`config.mk`:
```
export PLATFORM = sky130hd
export DESIGN_NAME = octal_framer_host_port
export DESIGN_NICKNAME = d
export VERILOG_FILES = /design/src/design/host_port_pkg.sv /design/src/design/octal_framer_host_port.sv
export SDC_FILE = /design/constraint.sdc
export NUM_CORES = 1
export LEC_CHECK = 0
export BUFFER_PORTS_ARGS = -buffer_cell sky130_fd_sc_hd__buf_4
export CELL_PAD_IN_SITES_DETAIL_PLACEMENT = 1
export CELL_PAD_IN_SITES_GLOBAL_PLACEMENT = 1
export CORE_AREA = 8 8 73 91
export CTS_CLUSTER_SIZE = 20
export DETAILED_ROUTE_END_ITERATION = 16
export DIE_AREA = 0 0 81 99
export PLACE_DENSITY = 0.79
export SETUP_SLACK_MARGIN = 0.15
export SLEW_MARGIN = 20
export SYNTH_ARGS = -nofsm -noshare
export SYNTH_HDL_FRONTEND = slang
export SYNTH_SLANG_ARGS = --single-unit
```
`constraint.sdc`:
```
create_clock -name mclk -period 1.8 [get_ports mclk]
set_input_delay 0.09 -clock mclk [delete_from_list [all_inputs] [get_ports mclk]]
set_output_delay 0.09 -clock mclk [all_outputs]
set_load 0.02 [all_outputs]
```
`src/design/host_port_pkg.sv`:
```
package host_port_pkg;

  localparam int ADDR_W = 11;
  localparam int DATA_W = 8;
  localparam int IRQ_W  = 8;

  // Minimum low time of the reset pin and its cycle count at 100 MHz
  localparam int CLK_PERIOD_NS   = 10;
  localparam int RST_MIN_NS      = 100;
  localparam int RST_MIN_CYCLES  =
    (RST_MIN_NS + CLK_PERIOD_NS - 1) / CLK_PERIOD_NS;
  localparam int RST_CNT_W       = 8;

  localparam logic [DATA_W-1:0] DATA_RESET = 8'h00;
  localparam logic [ADDR_W-1:0] ADDR_RESET = 11'h000;

  // Pins from the external processor
  typedef struct packed {
    logic [ADDR_W-1:0] addr;
    logic [DATA_W-1:0] data_in;
    logic              cs_n;
    logic              rd_n;
    logic              wr_n;
    logic              ale;
  } host_pins_s;

  // Access toward the core register file
  typedef struct packed {
    logic [ADDR_W-1:0] addr;
    logic [DATA_W-1:0] wdata;
    logic              rd;
    logic              wr;
  } core_req_s;

endpackage

```
`src/design/octal_framer_host_port.sv`:
```
// Functional notes
// 11-bit address selects the target register
// 8-bit data bus, device drives on reads
// Read strobe low: addressed register onto bus
// Write strobe low: bus value written to register
// Host ties latch enable high when non-multiplexed
// Latch enable high passes; falling edge captures
// Chip select falls per access, held low throughout
// Chip select high once clears test modes
// Interrupt low until all unmasked sources acknowledged
// Reset pin low 100 ns resets whole device
module octal_framer_host_port #(
  parameter int RST_CYCLES = host_port_pkg::RST_MIN_CYCLES
) (
  input  wire logic                             mclk,
  input  wire logic                             rst,
  input  wire host_port_pkg::host_pins_s        pins,
  input  wire logic                             rst_pin_n,
  output logic [host_port_pkg::DATA_W-1:0]      data_out,
  output logic                                  data_oe,
  output logic                                  irq_n_out,
  output logic                                  irq_n_oe,
  output host_port_pkg::core_req_s              core_req,
  input  wire logic [host_port_pkg::DATA_W-1:0] core_rdata,
  input  wire logic [host_port_pkg::IRQ_W-1:0]  irq_pending,
  input  wire logic [host_port_pkg::IRQ_W-1:0]  irq_enable,
  output logic                                  test_mode_clr,
  output logic                                  device_reset
);
  import host_port_pkg::*;

  initial begin
    if (RST_CYCLES < 1 || RST_CYCLES >= (1 << RST_CNT_W)) begin
      $error("RST_CYCLES out of range");
    end
    // The strobe logic serves one byte lane and one address word only
    if (DATA_W != 8) begin
      $error("DATA_W must be 8");
    end
    if (ADDR_W != 11) begin
      $error("ADDR_W must be 11");
    end
  end

  logic [ADDR_W-1:0]    addr_hold_ff;
  logic                 ale_ff;
  logic                 cs_n_ff;
  logic                 rd_n_ff;
  logic                 wr_n_ff;
  logic                 cs_seen_high_ff;
  logic [RST_CNT_W-1:0] rst_cnt_ff;
  logic                 dev_rst_ff;
  logic [DATA_W-1:0]    rdata_ff;
  logic                 oe_ff;
  logic                 irq_ff;
  logic                 test_clr_ff;
  logic                 access_armed_ff;
  logic [ADDR_W-1:0]    eff_addr;
  logic                 sel;
  logic                 rd_fall;
  logic                 wr_rise;
  logic                 cs_fall;

  // Edge tests on registered pin levels, shared by all strobes
  function automatic logic fell(input logic prev, input logic now);
    return prev && ~now;
  endfunction

  function automatic logic rose(input logic prev, input logic now);
    return ~prev && now;
  endfunction

  // Latch enable high passes the pins; low selects the held word
  function automatic logic [ADDR_W-1:0] addr_pick(
    input logic              pass,
    input logic [ADDR_W-1:0] pin_addr,
    input logic [ADDR_W-1:0] held_addr
  );
    return pass ? pin_addr : held_addr;
  endfunction

  // Transparent while enable high, frozen from its falling edge on
  always_ff @(posedge mclk or posedge rst) begin
    if (rst) begin
      addr_hold_ff <= ADDR_RESET;
    end else if (pins.ale) begin
      addr_hold_ff <= pins.addr;
    end
  end

  // Non-multiplexed hosts keep the enable high, so the pins pass directly
  assign eff_addr = addr_pick(pins.ale, pins.addr, addr_hold_ff);

  // Previous pin levels; reset values match the idle pins so no
  // false edge appears right after reset
  always_ff @(posedge mclk or posedge rst) begin
    if (rst) begin
      ale_ff  <= 1'b1;
      cs_n_ff <= 1'b1;
      rd_n_ff <= 1'b1;
      wr_n_ff <= 1'b1;
    end else begin
      ale_ff  <= pins.ale;
      cs_n_ff <= pins.cs_n;
      rd_n_ff <= pins.rd_n;
      wr_n_ff <= pins.wr_n;
    end
  end

  // A strobe may fall in the same cycle as chip select
  assign sel     = ~pins.cs_n && (access_armed_ff || cs_fall);
  assign cs_fall = fell(cs_n_ff, pins.cs_n);
  assign rd_fall = fell(rd_n_ff, pins.rd_n);
  // Write commits at strobe release so data has settled on the bus
  assign wr_rise = rose(wr_n_ff, pins.wr_n);

  // One access per chip-select low period; a second strobe is refused
  // so a bouncing strobe cannot repeat a read with side effects
  always_ff @(posedge mclk or posedge rst) begin
    if (rst) begin
      access_armed_ff <= 1'b0;
    end else if (pins.cs_n) begin
      access_armed_ff <= 1'b0;
    end else if (sel && (rd_fall || wr_rise)) begin
      access_armed_ff <= 1'b0;
    end else if (cs_fall) begin
      access_armed_ff <= 1'b1;
    end
  end

  always_ff @(posedge mclk or posedge rst) begin
    if (rst) begin
      core_req <= '0;
    end else begin
      core_req.addr  <= eff_addr;
      core_req.wdata <= pins.data_in;
      core_req.rd    <= sel && rd_fall;
      core_req.wr    <= sel && wr_rise && ~cs_n_ff;
    end
  end

  // Bus drive only for a clean read; never against a low write strobe,
  // where the host itself drives the data lines
  always_ff @(posedge mclk or posedge rst) begin
    if (rst) begin
      oe_ff <= 1'b0;
    end else begin
      oe_ff <= ~pins.cs_n && ~pins.rd_n && pins.wr_n;
    end
  end

  // Read data is refreshed throughout the strobe low time, so a slow
  // host sees the latest register contents when it releases the strobe
  always_ff @(posedge mclk or posedge rst) begin
    if (rst) begin
      rdata_ff <= DATA_RESET;
    end else if (~pins.cs_n && ~pins.rd_n) begin
      rdata_ff <= core_rdata;
    end
  end

  assign data_out = rdata_ff;
  assign data_oe  = oe_ff;

  // Test modes stay set until the chip select has been seen high once
  always_ff @(posedge mclk or posedge rst) begin
    if (rst) begin
      cs_seen_high_ff <= 1'b0;
      test_clr_ff     <= 1'b0;
    end else begin
      test_clr_ff <= pins.cs_n && ~cs_seen_high_ff;
      if (pins.cs_n) begin
        cs_seen_high_ff <= 1'b1;
      end
    end
  end

  assign test_mode_clr = test_clr_ff;

  // Level output: stays low while any enabled source remains pending
  always_ff @(posedge mclk or posedge rst) begin
    if (rst) begin
      irq_ff <= 1'b0;
    end else begin
      irq_ff <= |(irq_pending & irq_enable);
    end
  end

  // Open drain: pull low only, never drive high
  assign irq_n_out = 1'b0;
  assign irq_n_oe  = irq_ff;

  // Short glitches under the minimum width are filtered out; the
  // counter stops at the threshold and reset lasts until the pin rises
  always_ff @(posedge mclk or posedge rst) begin
    if (rst) begin
      rst_cnt_ff <= '0;
      dev_rst_ff <= 1'b1;
    end else if (rst_pin_n) begin
      rst_cnt_ff <= '0;
      dev_rst_ff <= 1'b0;
    end else if (rst_cnt_ff >= RST_CNT_W'(RST_CYCLES - 1)) begin
      dev_rst_ff <= 1'b1;
    end else begin
      rst_cnt_ff <= rst_cnt_ff + 1'b1;
    end
  end

  assign device_reset = dev_rst_ff;

  logic unused_ale;
  assign unused_ale = ale_ff;

endmodule // octal_framer_host_port

```
==> results.sh <==
export IMPL_syn_to_final_growth_pct=59.1
export IMPL_ys_warn_count=0
export IMPL_overflow=0
export IMPL_rsz0062_at_grt="true"
export IMPL_coreArea_sq_um=5260
export IMPL_yosys_area_share_simple_pct=9.70
export IMPL_h_tree_depth=2
export IMPL_fin_skew_ns=0.00658
export IMPL_die_width_um=81
export IMPL_cts_num_sinks=46
export IMPL_clkTransAtPathRegs_ns=0.08
export IMPL_grt_usage_pct=12.0
export IMPL_cp_slowest_cell="dfrtp_1"
export IMPL_die_y_um=99
export IMPL_layout_drive_gt1_share_pct=55.0
export IMPL_syn_nets=167
export IMPL_crit_path_start_kind="flip-flop"
export IMPL_finalSetupViolCount=0
export IMPL_crit_fanout=4
export IMPL_ant_nets=0
export IMPL_arrival_ns=1.80
export IMPL_ys_seq_area_share_pct=67.9
export IMPL_drt_pre_antenna_iters=4
export IMPL_yosys_top_cells_area="dfrtp_1 62%, mux2_2 7.3%, dfstp_2 6.2%, mux2_1 6.0%, nor2b_1 2.6%"
export IMPL_wl_per_cell_um=16.1
export IMPL_drcViolationCount=0
export IMPL_drtIter0Drc=30
export IMPL_cts_tree="done"
export IMPL_yosys_area_share_adder_pct=2.20
export IMPL_crit_path_end_kind="flip-flop"
export IMPL_cp_cell_sequence="inv_2 -> ha_4 -> or3b_4 -> a21boi_2 -> mux2_4"
export IMPL_synth_mux_area_share_pct=13.8
export IMPL_maxCapViolations=0
export IMPL_p_leak_uw=0.00132
export IMPL_yosys_area_top_type="dfrtp_1"
export IMPL_path_class="flip-flop to flip-flop"
export IMPL_p_per_area_nw_per_um2=871
export IMPL_slew_viol_final=0
export IMPL_ios=84
export IMPL_numCtsBuffers=5
export IMPL_portBuffers=82
export IMPL_nFillCells=569
export IMPL_yosysUniqueCellTypes=29
export IMPL_vias=1293
export IMPL_wirelength_um=4570
export IMPL_tns_ns=0
export IMPL_outcome="completed"
export IMPL_synth_cells=114
export IMPL_max_stage_delay_ns=0.43
export IMPL_start_util_pct=32.4
export IMPL_hpwl_um=3590
export IMPL_fin_crit_ns=1.61
export IMPL_cts_buffer_depth=2
export IMPL_syn_mean_instance_area_sq_um=14.9
export IMPL_tightestPinTransition_ns=0.518
export IMPL_ir_drop_v=0.000552
export IMPL_grt_pass1_wl_um=7440
export IMPL_synth_top_family_by_area="multiplexers"
export IMPL_yosysTopAreaCellShare_pct=61.7
export IMPL_period_share_pct=89.6
export IMPL_hold_viol=0
export IMPL_grt_max_degree=25
export IMPL_viasPerCell=4.55
export IMPL_rows=30
export IMPL_synth_compound_area_share_pct=4.04
export IMPL_netlist_area_sq_um=1700
export IMPL_antennaDiodeCount=0
export IMPL_dp_cells=259
export IMPL_cts_root_buf="clkbuf_8"
export IMPL_ys_ff_latch=46
export IMPL_max_freq_mhz=620
export IMPL_antenna_found_initial=0
export IMPL_nets=272
export IMPL_finalNonFillerCells=284
export IMPL_die_area_sq_um=8020
export IMPL_synth_xor_area_share_pct=0
export IMPL_gp_congestion=0.671
export IMPL_max_slew_margin_pct=65.4
export IMPL_cp_required_ns=1.98
export IMPL_hold_class="input port to flip-flop"
export IMPL_insertion_delay_ns=0.29
export IMPL_grt_pass1_vias=1497
-- per-stage QoR --
stage               worst slack (ns)  power, uW  area (sq um)  hold WS, ns  utilization, %
floorplan                      0.188       1350          1700       0.0945               -
global placement               0.183       1570          2410        0.152            45.9
global route                   0.126       2470          2710      0.00271            51.5
finish                         0.186       2360          2710       0.0158            51.5
detailed placement             0.133       1580          2410        0.162            45.9
CTS                            0.157       2380          2680      0.00185            51.0
-- sequential cells by signal (all words and copies together), names as in the netlist --
register         cells
core_req            21
data_out             8
rst_cnt_ff           8
access_armed_ff      1
cs_n_ff              1
cs_seen_high_ff      1
data_oe              1
device_reset         1
irq_n_oe             1
rd_n_ff              1
test_mode_clr        1
wr_n_ff              1
-- synth_stat cells --
| cell | n |
|---|---|
| and3_1 | 1 |
| nand2_1 | 1 |
| or2_2 | 1 |
| clkbuf_1 | 1 |
| nor4_4 | 1 |
| nor4_1 | 1 |
| conb_1 | 1 |
| mux2i_1 | 1 |
| or3b_1 | 1 |
| dfrtp_1 | 42 |
| inv_1 | 4 |
| and4b_1 | 1 |
| nor2b_1 | 7 |
| a41oi_1 | 1 |
| buf_4 | 1 |
| and2_1 | 1 |
| nand2b_1 | 2 |
| nor2_1 | 7 |
| mux2_1 | 9 |
| nor3b_1 | 1 |
| dfstp_2 | 4 |
| a21boi_2 | 1 |
| mux2_2 | 11 |
| a22oi_1 | 4 |
| a21oi_1 | 2 |
| buf_2 | 2 |
| a2111oi_0 | 1 |
| nand4_1 | 1 |
| ha_1 | 3 |
-- cell usage in the layout (no fill, tap or decap), types with 3 or more instances in the layout --
cell type,netlist,routed
a22oi_1,4,4
buf_4,1,87
clkbuf_8,0,5
dfrtp_1,42,42
dfstp_2,4,4
dlygate4sd3_1,0,14
inv_2,0,3
mux2_1,9,8
mux2_2,11,11
nor2_1,7,7
nor2b_1,7,7
-- report_power, final --
part           internal [uW]  switching [uW]  total [uW]
registers               1110            40.1        1150
clock network            416             341         757
logic                    244             207         451
-- final timing paths --
kind / startpoint / end / slack (ns) / cells after the start
worst max-delay path: rst_cnt_ff[0]$_DFFE_PP0P_ / rst_cnt_ff[0]$_DFFE_PP0P_ / 0.19 / 5
worst min-delay path: core_rdata[4] / data_out[4]$_DFFE_PP0P_ / 0.02 / 2
worst max register to register: rst_cnt_ff[0]$_DFFE_PP0P_ / rst_cnt_ff[0]$_DFFE_PP0P_ / 0.19 / 5
worst min register to register: cs_seen_high_ff$_DFFE_PP0P_ / test_mode_clr$_DFF_PP0_ / 0.43 / 1
max in group asynchronous: rst / rd_n_ff$_DFF_PP1_ / 0.82 / 4
min in group asynchronous: rst / core_req[4]$_DFF_PP0_ / 0.39 / 3
-- cell type report --
cell class / instances / area [sq um] / share of cell area, %
inverters: 4 / 15.0 / 0.554
repair buffers: 102 / 813 / 30.0
multi-input cells: 60 / 532 / 19.6
clock buffers: 5 / 68.8 / 2.54
clock inverters: 3 / 43.8 / 1.62
well taps: 64 / 80.1 / 2.96
flip-flops and latches: 46 / 1160 / 42.7
-- metal layers --
layer  vias to the layer above  share of wire (%)  global-route usage (%)  wire, um
li1                        598                  -                       -         -
met1                       636                 36                    12.3      1660
met2                        53                 55                    21.4      2500
met3                         6                7.2                    3.73       331
met4                         0                1.7                    5.38        77
met5                         -                  0                       0         0
-- cells by family after synthesis --
kind of cell	after synthesis
compound gates	9
fa+ha+maj	3
buf+inv	8
flops	46
mux	21
other cells	1
simple gates	26
-- critical path: cells and delay by family, from the launching register on --
| family | cells | cell delay (ns) |
|---|---|---|
| AOI/OAI and AO/OA | 1 | 0.19 |
| adders and majority gates | 1 | 0.12 |
| buffers and inverters | 1 | 0.09 |
| DFF | 1 | 0.43 |
| muxes | 1 | 0.31 |
| and+or+nand+nor | 1 | 0.36 |
-- what timing repair did --
action,4_1_cts,5_1_grt
resized for setup,0,7
pin swaps,1,2
hold buffers,14,0
endpoints found under the setup margin,1,1
endpoints found under the hold margin,35,0
buffers inserted,2,1
Note: power is estimated with default switching activity, not from simulation.
